$ cat src/verilog/exec_regs.svh
// Constants for the branch, skip, table-read, misc and add execution unit.
`ifndef EXEC_REGS_SVH
`define EXEC_REGS_SVH

// Program counter width and its page split.
`define PC_WIDTH        12
`define PC_RESET        12'h000
`define LAST_PAGE       4'hf

// Data memory locations with a special meaning.
`define PC_LOW_ADDR     8'h06
`define TBL_PTR_ADDR    8'h07

// APB register byte offsets.
`define REG_STATUS      8'h00
`define REG_PC_TABLE    8'h04
`define REG_CTRL        8'h08

// Control register fields and reset value.
`define CTRL_RUN_BIT    0
`define CTRL_WAKE_BIT   1
`define CTRL_RUN_RESET  1'b1

// Status and PC/table register field positions.
`define STAT_FLAGS_LSB  8
`define STAT_STATE_LSB  14
`define STAT_PD_BIT     16
`define PCT_TABLE_HIGH_REG_LSB    16

`endif

$ cat src/verilog/exec_pkg.sv
// Types shared by the execution unit and its testbench.
package exec_pkg;

  typedef enum logic [4:0] {
    OP_NOP                       = 5'b00000,
    OP_JUMP                      = 5'b00001,
    OP_SKIP_ZERO                 = 5'b00010,
    OP_SKIP_ZERO_MOVE_ACC        = 5'b00011,
    OP_SKIP_BIT_CLEAR            = 5'b00100,
    OP_SKIP_BIT_SET              = 5'b00101,
    OP_INC_SKIP_ZERO             = 5'b00110,
    OP_INC_SKIP_ZERO_TO_ACCUM    = 5'b00111,
    OP_DEC_SKIP_ZERO_ACC         = 5'b01000,
    OP_CALL                      = 5'b01001,
    OP_RETURN                    = 5'b01010,
    OP_RETURN_IMM                = 5'b01011,
    OP_RETURN_FROM_INTERRUPT     = 5'b01100,
    OP_TABLE_READ_CURRENT_PAGE   = 5'b01101,
    OP_TABLE_READ_LAST_PAGE      = 5'b01110,
    OP_WATCHDOG_CLEAR            = 5'b01111,
    OP_WATCHDOG_PRECLEAR_A       = 5'b10000,
    OP_WATCHDOG_PRECLEAR_B       = 5'b10001,
    OP_NIBBLE_SWAP               = 5'b10010,
    OP_NIBBLE_SWAP_TO_ACC        = 5'b10011,
    OP_POWER_DOWN                = 5'b10100,
    OP_ADD_CARRY                 = 5'b10101,
    OP_ADD_CARRY_TO_MEM          = 5'b10110,
    OP_ADD                       = 5'b10111,
    OP_ADD_IMM                   = 5'b11000,
    OP_ADD_TO_MEM                = 5'b11001
  } op_t;

  typedef struct packed {
    op_t         op;
    logic [7:0]  addr;
    logic [2:0]  bit_sel;
    logic [7:0]  imm;
    logic [11:0] target;
  } instr_t;

  typedef struct packed {
    logic overflow_flag;
    logic powerdown_flag;
    logic timeout_flag;
    logic aux_carry_flag;
    logic zero_flag;
    logic carry_flag;
  } status_t;

  typedef enum logic [1:0] {
    ST_RUN   = 2'b00,
    ST_WAIT  = 2'b01,
    ST_TABLE = 2'b10,
    ST_HALT  = 2'b11
  } state_t;

  typedef enum logic [1:0] {
    PRE_NONE = 2'b00,
    PRE_A    = 2'b01,
    PRE_B    = 2'b10
  } preclear_t;

endpackage : exec_pkg

$ cat src/verilog/add8_flags.sv
// Eight-bit adder with carry, half-carry, signed overflow and zero outputs.
`timescale 1ns/1ns
`default_nettype none
module add8_flags (
  // Operands
  input  wire logic [7:0] a,
  input  wire logic [7:0] b,
  input  wire logic       cin,
  // Result and flags
  output logic      [7:0] sum,
  output logic            carry,
  output logic            aux_carry,
  output logic            overflow,
  output logic            zero
);
  logic [4:0] low_sum;
  logic [8:0] full_sum;

  assign low_sum   = {1'b0, a[3:0]} + {1'b0, b[3:0]} + {4'h0, cin};
  assign full_sum  = {1'b0, a} + {1'b0, b} + {8'h00, cin};
  assign sum       = full_sum[7:0];
  assign carry     = full_sum[8];
  // Half-carry is the carry out of bit 3 into bit 4.
  assign aux_carry = low_sum[4];
  // Signed overflow: both operands agree in sign and the result does not.
  assign overflow  = (a[7] == b[7]) && (full_sum[7] != a[7]);
  assign zero      = (full_sum[7:0] == 8'h00);
endmodule : add8_flags
`default_nettype wire

$ cat src/verilog/pin_sync3.sv
// Three-stage pin synchroniser that accepts a change once two stages agree.
`timescale 1ns/1ns
`default_nettype none
module pin_sync3 (
  // Clock and reset
  input  wire logic clk,
  input  wire logic srst,
  // Pin and synchronised level
  input  wire logic pin,
  output logic      level
);
  logic meta_q;
  logic s2_q;
  logic s3_q;
  logic level_q;

  always_ff @(posedge clk) begin
    if (srst) begin
      meta_q  <= 1'b0;
      s2_q    <= 1'b0;
      s3_q    <= 1'b0;
      level_q <= 1'b0;
    end else begin
      meta_q <= pin;
      s2_q   <= meta_q;
      s3_q   <= s2_q;
      if (s2_q == s3_q) begin
        level_q <= s3_q;
      end
    end
  end

  assign level = level_q;
endmodule : pin_sync3
`default_nettype wire

$ cat src/verilog/mcu_branch_misc_add_exec.sv
// Execution unit for branch, skip, table-read, misc and add instructions.
// Functional notes
// - A skip that happens costs two cycles; no skip costs one.
// - Writing the program counter low byte always costs two cycles.
// - Timeout and power-down flags clear on a watchdog clear or after both pre-clears back to back.
// - Skip-zero-move copies the memory byte to the accumulator, skips if zero.
// - Bit-test skips look at one memory bit and leave all flags alone.
// - Increment-skip writes back the incremented byte and skips when it is zero.
// - Decrement-skip puts the decremented byte in the accumulator, skips if zero.
// - Jump, call and all returns take two cycles and touch no flags.
// - Return-immediate pops the return address and loads the literal.
// - Current-page table read splits a word into table-high and memory.
// - Last-page table read does the same from the final page.
// - Power-down stops execution in one cycle and updates both status flags.
// - Swap-to-accumulator exchanges nibbles into the accumulator, memory untouched.
// - Add-with-carry sums accumulator, memory and carry into the accumulator.
// - Add-with-carry-to-memory writes that sum back to memory.
// - Plain add puts accumulator plus memory into the accumulator.
// - Add-immediate puts accumulator plus literal into the accumulator.
// - Add-to-memory writes accumulator plus memory back to memory.
//
// Chosen here: the register addresses and the APB interface to the registers.
`timescale 1ns/1ns
`default_nettype none
`include "exec_regs.svh"
module mcu_branch_misc_add_exec
  import exec_pkg::*;
#(
  parameter int MEM_DEPTH   = 256,
  parameter int STACK_DEPTH = 8
) (
  // Clock and reset
  input  wire logic        clk,
  input  wire logic        srst,
  // Instruction stream
  input  wire logic        instr_valid,
  input  wire instr_t      instr,
  output logic             instr_ready,
  // Program memory read port, data sampled in the same cycle as the strobe
  output logic             prog_rd,
  output logic [11:0]      prog_addr,
  input  wire logic [14:0] prog_data,
  // Watchdog hardware
  input  wire logic        wdt_timeout,
  output logic             wdt_clear,
  // Wake-up pin and visible state
  input  wire logic        wake_pin,
  output logic [11:0]      pc,
  output logic [7:0]       accumulator,
  output var status_t      flags,
  output logic [6:0]       table_high_reg,
  output logic             powerdown,
  // APB slave
  input  wire logic        psel,
  input  wire logic        penable,
  input  wire logic        pwrite,
  input  wire logic [7:0]  paddr,
  input  wire logic [31:0] pwdata,
  output logic [31:0]      prdata,
  output logic             pready,
  output logic             pslverr
);
  localparam int AW = (MEM_DEPTH > 1) ? $clog2(MEM_DEPTH) : 1;
  localparam int SW = (STACK_DEPTH > 1) ? $clog2(STACK_DEPTH) : 1;

  if (MEM_DEPTH < 8 || MEM_DEPTH > 256) begin : g_mem_check
    $error("MEM_DEPTH must lie between 8 and 256");
  end
  if (STACK_DEPTH < 2) begin : g_stack_check
    $error("STACK_DEPTH must be at least 2");
  end

  logic [7:0]  mem_q [MEM_DEPTH];
  logic [11:0] stack_q [STACK_DEPTH];
  logic [SW-1:0] sp_q;
  logic [11:0] pc_q;
  logic [7:0]  accumulator_q;
  status_t     flags_q;
  logic [6:0]  table_high_reg_q;
  logic [7:0]  tbl_dst_q;
  state_t      state_q;
  state_t      state_d;
  preclear_t   last_pre_q;
  logic        skip_q;
  logic        ready_q;
  logic        powerdown_q;
  logic        prog_rd_q;
  logic [11:0] prog_addr_q;
  logic        wdt_clear_q;
  logic        run_en_q;
  logic        wake_sw_q;
  logic [31:0] prdata_q;
  logic        pready_q;
  logic        pslverr_q;

  logic        wake_level;
  logic        take;
  logic        exec;
  logic        in_range;
  logic [7:0]  mem_rd;
  logic [7:0]  res;
  logic        wr_acc;
  logic        wr_mem;
  logic        arith;
  logic        skip_now;
  logic        jump;
  logic        push;
  logic        pop;
  logic        tbl_go;
  logic        halt_op;
  logic        pcl_wr;
  logic        two_cyc;
  logic        pair_done;
  logic [7:0]  tbl_ptr;
  logic [7:0]  add_b;
  logic        add_cin;
  logic [7:0]  add_sum;
  logic        add_c;
  logic        add_ac;
  logic        add_ov;
  logic        add_z;
  logic        carry_now;

  pin_sync3 u_wake_sync (
    .clk   (clk),
    .srst  (srst),
    .pin   (wake_pin),
    .level (wake_level)
  );

  add8_flags u_adder (
    .a         (accumulator_q),
    .b         (add_b),
    .cin       (add_cin),
    .sum       (add_sum),
    .carry     (add_c),
    .aux_carry (add_ac),
    .overflow  (add_ov),
    .zero      (add_z)
  );

  ////////////////////////////////////////////////////////////////////////////
  // Operand fetch and decode.
  assign take      = instr_valid & ready_q;
  assign exec      = take & ~skip_q;
  assign carry_now = flags_q.carry_flag;
  assign in_range  = ({1'b0, instr.addr} < 9'(MEM_DEPTH));
  assign tbl_ptr   = mem_q[`TBL_PTR_ADDR];
  assign add_b     = (instr.op == OP_ADD_IMM) ? instr.imm : mem_rd;
  assign add_cin   = ((instr.op == OP_ADD_CARRY) || (instr.op == OP_ADD_CARRY_TO_MEM)) &
                     carry_now;
  assign pcl_wr    = wr_mem & (instr.addr == `PC_LOW_ADDR);
  assign two_cyc   = jump | pop | pcl_wr;
  assign pair_done = ((instr.op == OP_WATCHDOG_PRECLEAR_A) && (last_pre_q == PRE_B)) ||
                     ((instr.op == OP_WATCHDOG_PRECLEAR_B) && (last_pre_q == PRE_A));

  always_comb begin
    if (instr.addr == `PC_LOW_ADDR) begin
      mem_rd = pc_q[7:0];
    end else if (in_range) begin
      mem_rd = mem_q[instr.addr[AW-1:0]];
    end else begin
      mem_rd = 8'h00;
    end
  end

  always_comb begin
    res      = 8'h00;
    wr_acc   = 1'b0;
    wr_mem   = 1'b0;
    arith    = 1'b0;
    skip_now = 1'b0;
    jump     = 1'b0;
    push     = 1'b0;
    pop      = 1'b0;
    tbl_go   = 1'b0;
    halt_op  = 1'b0;
    case (instr.op)
      OP_JUMP: jump = 1'b1;
      OP_CALL: begin
        jump = 1'b1;
        push = 1'b1;
      end
      OP_RETURN, OP_RETURN_FROM_INTERRUPT: pop = 1'b1;
      OP_RETURN_IMM: begin
        pop    = 1'b1;
        res    = instr.imm;
        wr_acc = 1'b1;
      end
      OP_SKIP_ZERO: skip_now = (mem_rd == 8'h00);
      OP_SKIP_ZERO_MOVE_ACC: begin
        res      = mem_rd;
        wr_acc   = 1'b1;
        skip_now = (mem_rd == 8'h00);
      end
      OP_SKIP_BIT_CLEAR: skip_now = ~mem_rd[instr.bit_sel];
      OP_SKIP_BIT_SET:   skip_now = mem_rd[instr.bit_sel];
      OP_INC_SKIP_ZERO, OP_INC_SKIP_ZERO_TO_ACCUM: begin
        res      = mem_rd + 8'h01;
        wr_mem   = (instr.op == OP_INC_SKIP_ZERO);
        wr_acc   = (instr.op == OP_INC_SKIP_ZERO_TO_ACCUM);
        skip_now = (mem_rd == 8'hff);
      end
      OP_DEC_SKIP_ZERO_ACC: begin
        res      = mem_rd - 8'h01;
        wr_acc   = 1'b1;
        skip_now = (mem_rd == 8'h01);
      end
      OP_TABLE_READ_CURRENT_PAGE, OP_TABLE_READ_LAST_PAGE: tbl_go = 1'b1;
      OP_NIBBLE_SWAP, OP_NIBBLE_SWAP_TO_ACC: begin
        res    = {mem_rd[3:0], mem_rd[7:4]};
        wr_mem = (instr.op == OP_NIBBLE_SWAP);
        wr_acc = (instr.op == OP_NIBBLE_SWAP_TO_ACC);
      end
      OP_POWER_DOWN: halt_op = 1'b1;
      OP_ADD_CARRY, OP_ADD, OP_ADD_IMM: begin
        res    = add_sum;
        arith  = 1'b1;
        wr_acc = 1'b1;
      end
      OP_ADD_CARRY_TO_MEM, OP_ADD_TO_MEM: begin
        res    = add_sum;
        arith  = 1'b1;
        wr_mem = 1'b1;
      end
      default: res = 8'h00;
    endcase
  end

  ////////////////////////////////////////////////////////////////////////////
  // Sequencing: two-cycle instructions, table reads and power-down.
  always_comb begin
    state_d = state_q;
    case (state_q)
      ST_RUN: begin
        if (exec && halt_op) begin
          state_d = ST_HALT;
        end else if (exec && tbl_go) begin
          state_d = ST_TABLE;
        end else if (exec && two_cyc) begin
          state_d = ST_WAIT;
        end
      end
      ST_WAIT:  state_d = ST_RUN;
      ST_TABLE: state_d = ST_RUN;
      ST_HALT: begin
        if (wake_level || wake_sw_q) begin
          state_d = ST_RUN;
        end
      end
      default: state_d = ST_RUN;
    endcase
  end

  always_ff @(posedge clk) begin
    if (srst) begin
      state_q     <= ST_RUN;
      ready_q     <= 1'b0;
      skip_q      <= 1'b0;
      powerdown_q <= 1'b0;
    end else begin
      state_q     <= state_d;
      ready_q     <= (state_d == ST_RUN) & run_en_q;
      powerdown_q <= (state_d == ST_HALT);
      if (take) begin
        // A discarded slot clears the pending skip and advances the program counter.
        skip_q <= exec & skip_now;
      end
    end
  end

  ////////////////////////////////////////////////////////////////////////////
  // Program counter and return stack.
  always_ff @(posedge clk) begin
    if (srst) begin
      pc_q <= `PC_RESET;
      sp_q <= '0;
    end else if (take) begin
      if (exec && jump) begin
        pc_q <= instr.target;
      end else if (exec && pop) begin
        pc_q <= stack_q[(sp_q == '0) ? SW'(STACK_DEPTH - 1) : sp_q - 1'b1];
        sp_q <= (sp_q == '0) ? SW'(STACK_DEPTH - 1) : sp_q - 1'b1;
      end else if (exec && pcl_wr) begin
        pc_q <= {pc_q[11:8], res};
      end else begin
        pc_q <= pc_q + 12'h001;
      end
      if (exec && push) begin
        // Nesting deeper than the stack wraps and overwrites the oldest entry.
        stack_q[sp_q] <= pc_q + 12'h001;
        sp_q          <= (sp_q == SW'(STACK_DEPTH - 1)) ? '0 : sp_q + 1'b1;
      end
    end
  end

  ////////////////////////////////////////////////////////////////////////////
  // Accumulator and data memory.
  always_ff @(posedge clk) begin
    if (srst) begin
      accumulator_q <= 8'h00;
    end else if (exec && wr_acc) begin
      accumulator_q <= res;
    end
  end

  always_ff @(posedge clk) begin
    if (exec && wr_mem && !pcl_wr && in_range) begin
      mem_q[instr.addr[AW-1:0]] <= res;
    end else if (state_q == ST_TABLE && {1'b0, tbl_dst_q} < 9'(MEM_DEPTH)) begin
      mem_q[tbl_dst_q[AW-1:0]] <= prog_data[7:0];
    end
  end

  ////////////////////////////////////////////////////////////////////////////
  // Table read port.
  always_ff @(posedge clk) begin
    if (srst) begin
      prog_rd_q        <= 1'b0;
      prog_addr_q      <= 12'h000;
      tbl_dst_q        <= 8'h00;
      table_high_reg_q <= 7'h00;
    end else begin
      prog_rd_q <= exec & tbl_go;
      if (exec && tbl_go) begin
        tbl_dst_q <= instr.addr;
        if (instr.op == OP_TABLE_READ_LAST_PAGE) begin
          prog_addr_q <= {`LAST_PAGE, tbl_ptr};
        end else begin
          prog_addr_q <= {pc_q[11:8], tbl_ptr};
        end
      end
      if (state_q == ST_TABLE) begin
        table_high_reg_q <= prog_data[14:8];
      end
    end
  end

  ////////////////////////////////////////////////////////////////////////////
  // Status flags and watchdog pre-clear pairing.
  always_ff @(posedge clk) begin
    if (srst) begin
      flags_q     <= '0;
      last_pre_q  <= PRE_NONE;
      wdt_clear_q <= 1'b0;
    end else begin
      wdt_clear_q <= exec & ((instr.op == OP_WATCHDOG_CLEAR) | pair_done);
      if (exec) begin
        case (instr.op)
          OP_WATCHDOG_PRECLEAR_A: last_pre_q <= PRE_A;
          OP_WATCHDOG_PRECLEAR_B: last_pre_q <= PRE_B;
          default:                last_pre_q <= PRE_NONE;
        endcase
      end
      if (exec && arith) begin
        flags_q.carry_flag     <= add_c;
        flags_q.zero_flag      <= add_z;
        flags_q.aux_carry_flag <= add_ac;
        flags_q.overflow_flag  <= add_ov;
      end
      if (exec && (halt_op || pair_done || instr.op == OP_WATCHDOG_CLEAR)) begin
        flags_q.powerdown_flag <= halt_op;
      end
      // A timeout in the same cycle as a clear still shows.
      if (wdt_timeout) begin
        flags_q.timeout_flag <= 1'b1;
      end else if (exec && (halt_op || pair_done || instr.op == OP_WATCHDOG_CLEAR)) begin
        flags_q.timeout_flag <= 1'b0;
      end
    end
  end

  ////////////////////////////////////////////////////////////////////////////
  // APB slave; read data is valid with pready, writes land at completion.
  always_ff @(posedge clk) begin
    if (srst) begin
      pready_q  <= 1'b0;
      pslverr_q <= 1'b0;
      prdata_q  <= 32'h0000_0000;
      run_en_q  <= `CTRL_RUN_RESET;
      wake_sw_q <= 1'b0;
    end else begin
      pready_q  <= psel & penable & ~pready_q;
      wake_sw_q <= 1'b0;
      if (psel && penable && !pready_q) begin
        prdata_q  <= 32'h0000_0000;
        pslverr_q <= 1'b0;
        case (paddr)
          `REG_STATUS: begin
            prdata_q[7:0]                                <= accumulator_q;
            prdata_q[`STAT_FLAGS_LSB +: 6]               <= flags_q;
            prdata_q[`STAT_STATE_LSB +: 2]               <= state_q;
            prdata_q[`STAT_PD_BIT]                       <= (state_q == ST_HALT);
            pslverr_q                                    <= pwrite;
          end
          `REG_PC_TABLE: begin
            prdata_q[11:0]                               <= pc_q;
            prdata_q[`PCT_TABLE_HIGH_REG_LSB +: 7]                 <= table_high_reg_q;
            pslverr_q                                    <= pwrite;
          end
          `REG_CTRL: prdata_q[`CTRL_RUN_BIT]             <= run_en_q;
          default:   pslverr_q                           <= 1'b1;
        endcase
      end
      if (psel && penable && pready_q && pwrite && paddr == `REG_CTRL) begin
        run_en_q  <= pwdata[`CTRL_RUN_BIT];
        wake_sw_q <= pwdata[`CTRL_WAKE_BIT];
      end
    end
  end

  assign instr_ready    = ready_q;
  assign prog_rd        = prog_rd_q;
  assign prog_addr      = prog_addr_q;
  assign wdt_clear      = wdt_clear_q;
  assign pc             = pc_q;
  assign accumulator    = accumulator_q;
  assign flags          = flags_q;
  assign table_high_reg = table_high_reg_q;
  assign powerdown      = powerdown_q;
  assign prdata         = prdata_q;
  assign pready         = pready_q;
  assign pslverr        = pslverr_q;
endmodule : mcu_branch_misc_add_exec
`default_nettype wire

$ cat config.mk
export PLATFORM = sky130hd
export DESIGN_NAME = mcu_branch_misc_add_exec
export DESIGN_NICKNAME = d
export VERILOG_FILES = /design/src/verilog/exec_pkg.sv /design/src/verilog/add8_flags.sv /design/src/verilog/pin_sync3.sv /design/src/verilog/mcu_branch_misc_add_exec.sv
export VERILOG_INCLUDE_DIRS = /design/src /design/src/verilog
export SDC_FILE = /design/constraint.sdc
export NUM_CORES = 2
export LEC_CHECK = 0
export BUFFER_PORTS_ARGS = -buffer_cell sky130_fd_sc_hd__buf_2
export CORE_MARGIN = 2
export CORE_UTILIZATION = 38
export CTS_CLUSTER_SIZE = 14
export DETAILED_ROUTE_END_ITERATION = 8
export GPL_TIMING_DRIVEN = 0
export HOLD_SLACK_MARGIN = 0.12
export PLACE_DENSITY = 0.64
export REMOVE_ABC_BUFFERS = 1
export SYNTH_ARGS = -nofsm -noshare
export SYNTH_HDL_FRONTEND = slang
export SYNTH_SLANG_ARGS = --single-unit
export TNS_END_PERCENT = 50
$ cat constraint.sdc
create_clock -name clk -period 36.2 [get_ports clk]
set_input_delay 7.24 -clock clk [delete_from_list [all_inputs] [get_ports clk]]
set_output_delay 7.24 -clock clk [all_outputs]
set_load 0.02 [all_outputs]
Yosys cells after proc, flatten, opt, wreduce, memory -nomap -nowiden
Memory sizes are Yosys's and may differ from the RTL's. Index checks and enable logic that the tools add are counted.

$lt $le $gt $ge: 1. Multiplexer cells: 49. Reductions and logical operators: 50. Bitwise logic cells: 17. Eq/ne operators: 42. $add $sub $neg: 9.

Operators with widths (count): == test 5 bit, second input constant (10); 2-to-1 mux 12 bit (4); case mux 8 bit (6 select lines) (1); == test 5 x 4 -> 1 bit, second input constant (8); 2-to-1 mux 8 bit (4); logical NOT 8 bit (3); case mux 11 bit (2 select lines) (1); == test 5 x 3 -> 1 bit, second input constant (4); logical AND 1 bit (20); 2-to-1 mux 1 bit (19); OR reduction 2 bit (9); == test 8 x 3 -> 1 bit, second input constant (2); 2-to-1 mux 3 bit (5); adder 12 x 1 -> 12 bit, second input constant (1); AND 1 bit (10); == test 5 x 2 -> 1 bit, second input constant (2); adder 8 x 8 -> 9 bit (1); adder 9 x 1 -> 9 bit (1); case mux 1 bit (3 select lines) (3); adder 8 x 1 -> 8 bit, second input constant (1); == test 2 bit, second input constant (4); == test 8 x 1 -> 1 bit, second input constant (1); == test 8 x 4 -> 1 bit, second input constant (1); == test 8 bit, second input constant (1); 34 further kinds (52).

Logic and storage cells: 199. Output and inout bits: 83. Register bits: 96. Memory bits (writable): 2144. Memories kept: 2.

Memory list: mem_q (depth 256, width 8, read ports 2, clocked after memory_dff 0, wr ports 1, RTL line mcu_branch_misc_add_exec.sv:73) `logic [7:0] mem_q [MEM_DEPTH];`; stack_q (depth 8, width 12, read ports 1, clocked after memory_dff 0, wr ports 1, RTL line mcu_branch_misc_add_exec.sv:74) `logic [11:0] stack_q [STACK_DEPTH];`.

Logic depth before layout (Yosys ltp)
Depth after elaboration: 12. Gate-level depth with buffers: 28. Mapped depth without buffers: 21.

By module
A second synthesis with hierarchy kept.

Cells, all modules: 4888. Area, all modules: 90018.8 µm².

By module, submodules not included: mcu_branch_misc_add_exec (cells each 4811, area each 89427.0 µm², sequential area each 66223.5 µm², times used 1); add8_flags (cells each 67, area each 479.2 µm², sequential area each 0.0 µm², times used 1); pin_sync3 (cells each 10, area each 112.6 µm², sequential area each 80.1 µm², times used 1).

Worst setup path before layout
No wires, ideal clock.

Kind: input port to flip-flop. Start point: input instr[23] (netlist bit). End point: memory mem_q[0][6], data pin. Arrival time: 18.831 ns. Stages: 27. Slack: 15.790 ns. Library setup time: 1.579 ns. Buffers on the path: 6. Required time: 34.621 ns. Path through: buf_6 > buf_12 > buf_12 > buf_6 > buf_2 > mux4_2 > mux2i_1 > o22ai_1 > nor3_1 > o22ai_1 > and4bb_2 > clkbuf_8 > a21oi_1 > fa_1 > inv_1 > fa_1 > nor2b_1 > o21ai_0 > a21boi_0 > o21ai_0 > a21boi_0 > o31a_1 > o31a_1 > and3_1 > and4_1 > o32a_1 > a21oi_1.

Cells in the longest elaborated chain, start to end: 8. Elaborated cells between the ends (all ways): 16. Classes of those cells: add/sub: 4; eq/ne: 1; mux: 6; bitwise: 1; reduce/logical: 3; memory: 1.

Ends and longest elaborated chain: start, declared (RTL line mcu_branch_misc_add_exec.sv:37) `input wire instr_t instr,`; branches (longest 7 deep; another with adder 8 x 8 -> 9 bit); 2-to-1 mux 8 bit (no source line) *; end, declared (RTL line mcu_branch_misc_add_exec.sv:73).

Every way passes the cells marked *.

Final worst setup path
Start point: input instr[24] (netlist bit). End point: memory mem_q[111][6], data pin.

The elaborated chain is that of the path after synthesis.

==> run metrics <==
Post-route DRC=3; sequential area share after synthesis=between 70% and 80%; post_cts resized=0; area occupied by multi-input gates=around 22,000 µm²; Clock Path Buffers=3; Non-Filler Instances=8,198; Max Cap Violations=2; Antenna Violating Nets Remaining=0; Sink Count=2,240; synthesized netlist cell count=4,686; area grow syn2layout=13.47%; Fillers=between 20,000 and 25,000; Peak VDD IR=0.05727 mV; TritonCTS clock tree=done; routed via count=47,635; placed cell area=95,060 µm²; synthesized area per cell=around 19 µm²; sequential cell area=around 66,000 µm²; crit path DAT=16,510 ps; CP startpoint kind=primary input; DP Wirelength=153.3 mm; num ports=182; cell area after layout=102,000 µm²; Peak Freq=around 63 MHz; Final min period=15,830 ps; Slew HR=-1.946%; Crit Path Max Fanout=100; # H-tree levels=4; max reg flops=2,048; ys flop type=edfxtp_1; Die X=490.4 µm; Vias per Instance=5.811; final period utilization=43.73%; 1st-pass router iterations=9; fin nets=between 4,000 and 5,000; routed length per placed instance=roughly 29 µm; Clock Latency Late Sink=about 870 ps; die area=240,500 µm²; vias in the first global route=46,385; Hold-fix buffers, CTS=0; Initial Util=38.23%; RSZ-0062 raised after global routing=no; crit end category=register; GRT overflow=0; critical path class=in2reg; LEAKAGE=roughly 33 nW; final hold violations=0; Post-CTS Setup Repair Bufs=0; power consumption=about 5.6 mW; ys async rst share=0%; Worst-path clk slew=60 ps; num rows=178; post-synth cell types=slightly above 100; most frequent cells in the layout=2,144 x edfxtp_1, 486 x mux4_2, 422 x nor2_1; root buffer cell=clkbuf_16; synth top area cells=edfxtp_1 72%, mux4_2 12%, dfxtp_1 2.1%; largest net degree at the start of global routing=134; outcome=complete, but fails checks; core area=235,200 µm²; final setup fails=0; Synth Cell Area=89,920 µm²; Post-synth EDFFs=2,144; Die Ht=490.4 µm; Worst Clk Skew=32.68 ps; drt total wl=240.8 mm; port buffer count=approximately 140; Yosys top cell area share=71.60%; Slew Limit Fails=13; gp weighted congestion=0.8897; first-pass GRT wire length=343.9 mm; layout cells sized above 1=22.47%; post-synth top area cell=edfxtp_1; worst slew pin tran=1526 ps; worst slack, placed=19,720 ps; Synth Register Bits=2,240; violated checks=design-rule violations, max-capacitance violations, max-slew violations; Tot GR Track Use=19.65%; YS warnings=0; initial drt markers=6,344; commonest non-fill, non-tap cell in the layout=edfxtp_1; placed insts=7,790; setup TNS=0 ps; antenna violations before repair=17; total CTS buffers=approximately 220; Worst Hold Class=reg2reg; Power Dens Cells=54.56 nW/µm²; required time of the critical path=36,880 ps; Final Worst Setup Slack=about 20,000 ps
-- path summary, 6_finish.rpt --
check | depth (start not counted) | endpoint | slack (ps) | from
min reg2reg | 2 | u_wake_sync.level | 460 | u_wake_sync.s3_q
min | 2 | u_wake_sync.level | 460 | u_wake_sync.s3_q
max reg2reg | 24 | mem_q[111][6] | 28220 | mem_q[154][2]
max | 28 | mem_q[111][6] | 20370 | instr[24]
-- Yosys cell counts (all sizes together), types with 29 or more instances --
master and n:
a21oi 100, a22oi 58, buf 178, clkbuf 111, dfxtp 96, edfxtp 2144
mux2 38, mux2i 173, mux4 526, nand2 245, nand3 49, nor2 427
nor2b 29, nor3 35, o21ai 66, o22ai 35
-- final cells by class --
type,instances,area share (%)
clock inverter,120,1.171
timing repair buffer,238,2.795
multi-input combinational,2134,21.43
clock buffer,277,5.615
antenna,10,0.02453
inverter,29,0.1140
tap,3150,3.863
sequential,2240,64.99
-- critical path, cell delays in order --
cell and delay, ps:
buf_8 490, buf_16 410, buf_16 470, buf_16 520, nand2_1 430, a211oi_1 300
a2111oi_0 160, nor3_1 520, a21oi_1 150, a21oi_1 1010, nor2_1 380, nand2_1 170
nand2_1 70, ha_1 310, nor2b_1 140, o21ai_0 200, a21boi_0 160, o21ai_0 210
a21boi_0 200, o31a_1 370, o31a_1 140, and3_1 200, and4_1 190, o32a_1 430
a21oi_4 490, buf_12 270, buf_12 230, buf_16 200
-- layer usage --
metal | track usage (%) | wire (µm)
met1 | 27.04 | 96130
met2 | 30.76 | 112900
met4 | 6.808 | 8386
met3 | 4.514 | 23250
met5 | 0 | 69
-- through the flow --
step | hold slack, ps | utilization, %
3_3_place_gp | 435.7 | 39.43
4_1_cts | 458.3 | 43.36
2_1_floorplan | 413.8 | -
6_report | 459.2 | 43.38
3_5_place_dp | 451.5 | 40.42
5_1_grt | 481.1 | 43.38
-- where the power goes --
| part | leakage [nW] | switching (mW) | internal (mW) |
|---|---|---|---|
| Combinational | 8.65 | 0.285 | 0.134 |
| Clock | 3.38 | 0.965 | 1.26 |
| Sequential | 20.5 | 0.00360 | 2.92 |
| Total | 32.6 | 1.25 | 4.31 |
-- kinds of logic after synthesis --
family / share of synthesized area (%)
adders and majority gates: 0.2672
other: 0.004170
DFF: 73.74
muxes: 15.74
xor gates and xnor gates: 0.1851
and+or+nand+nor: 4.365
AOI/OAI and AO/OA: 3.511
buffers and inverters: 2.186
(Power assumes the default switching activity.)
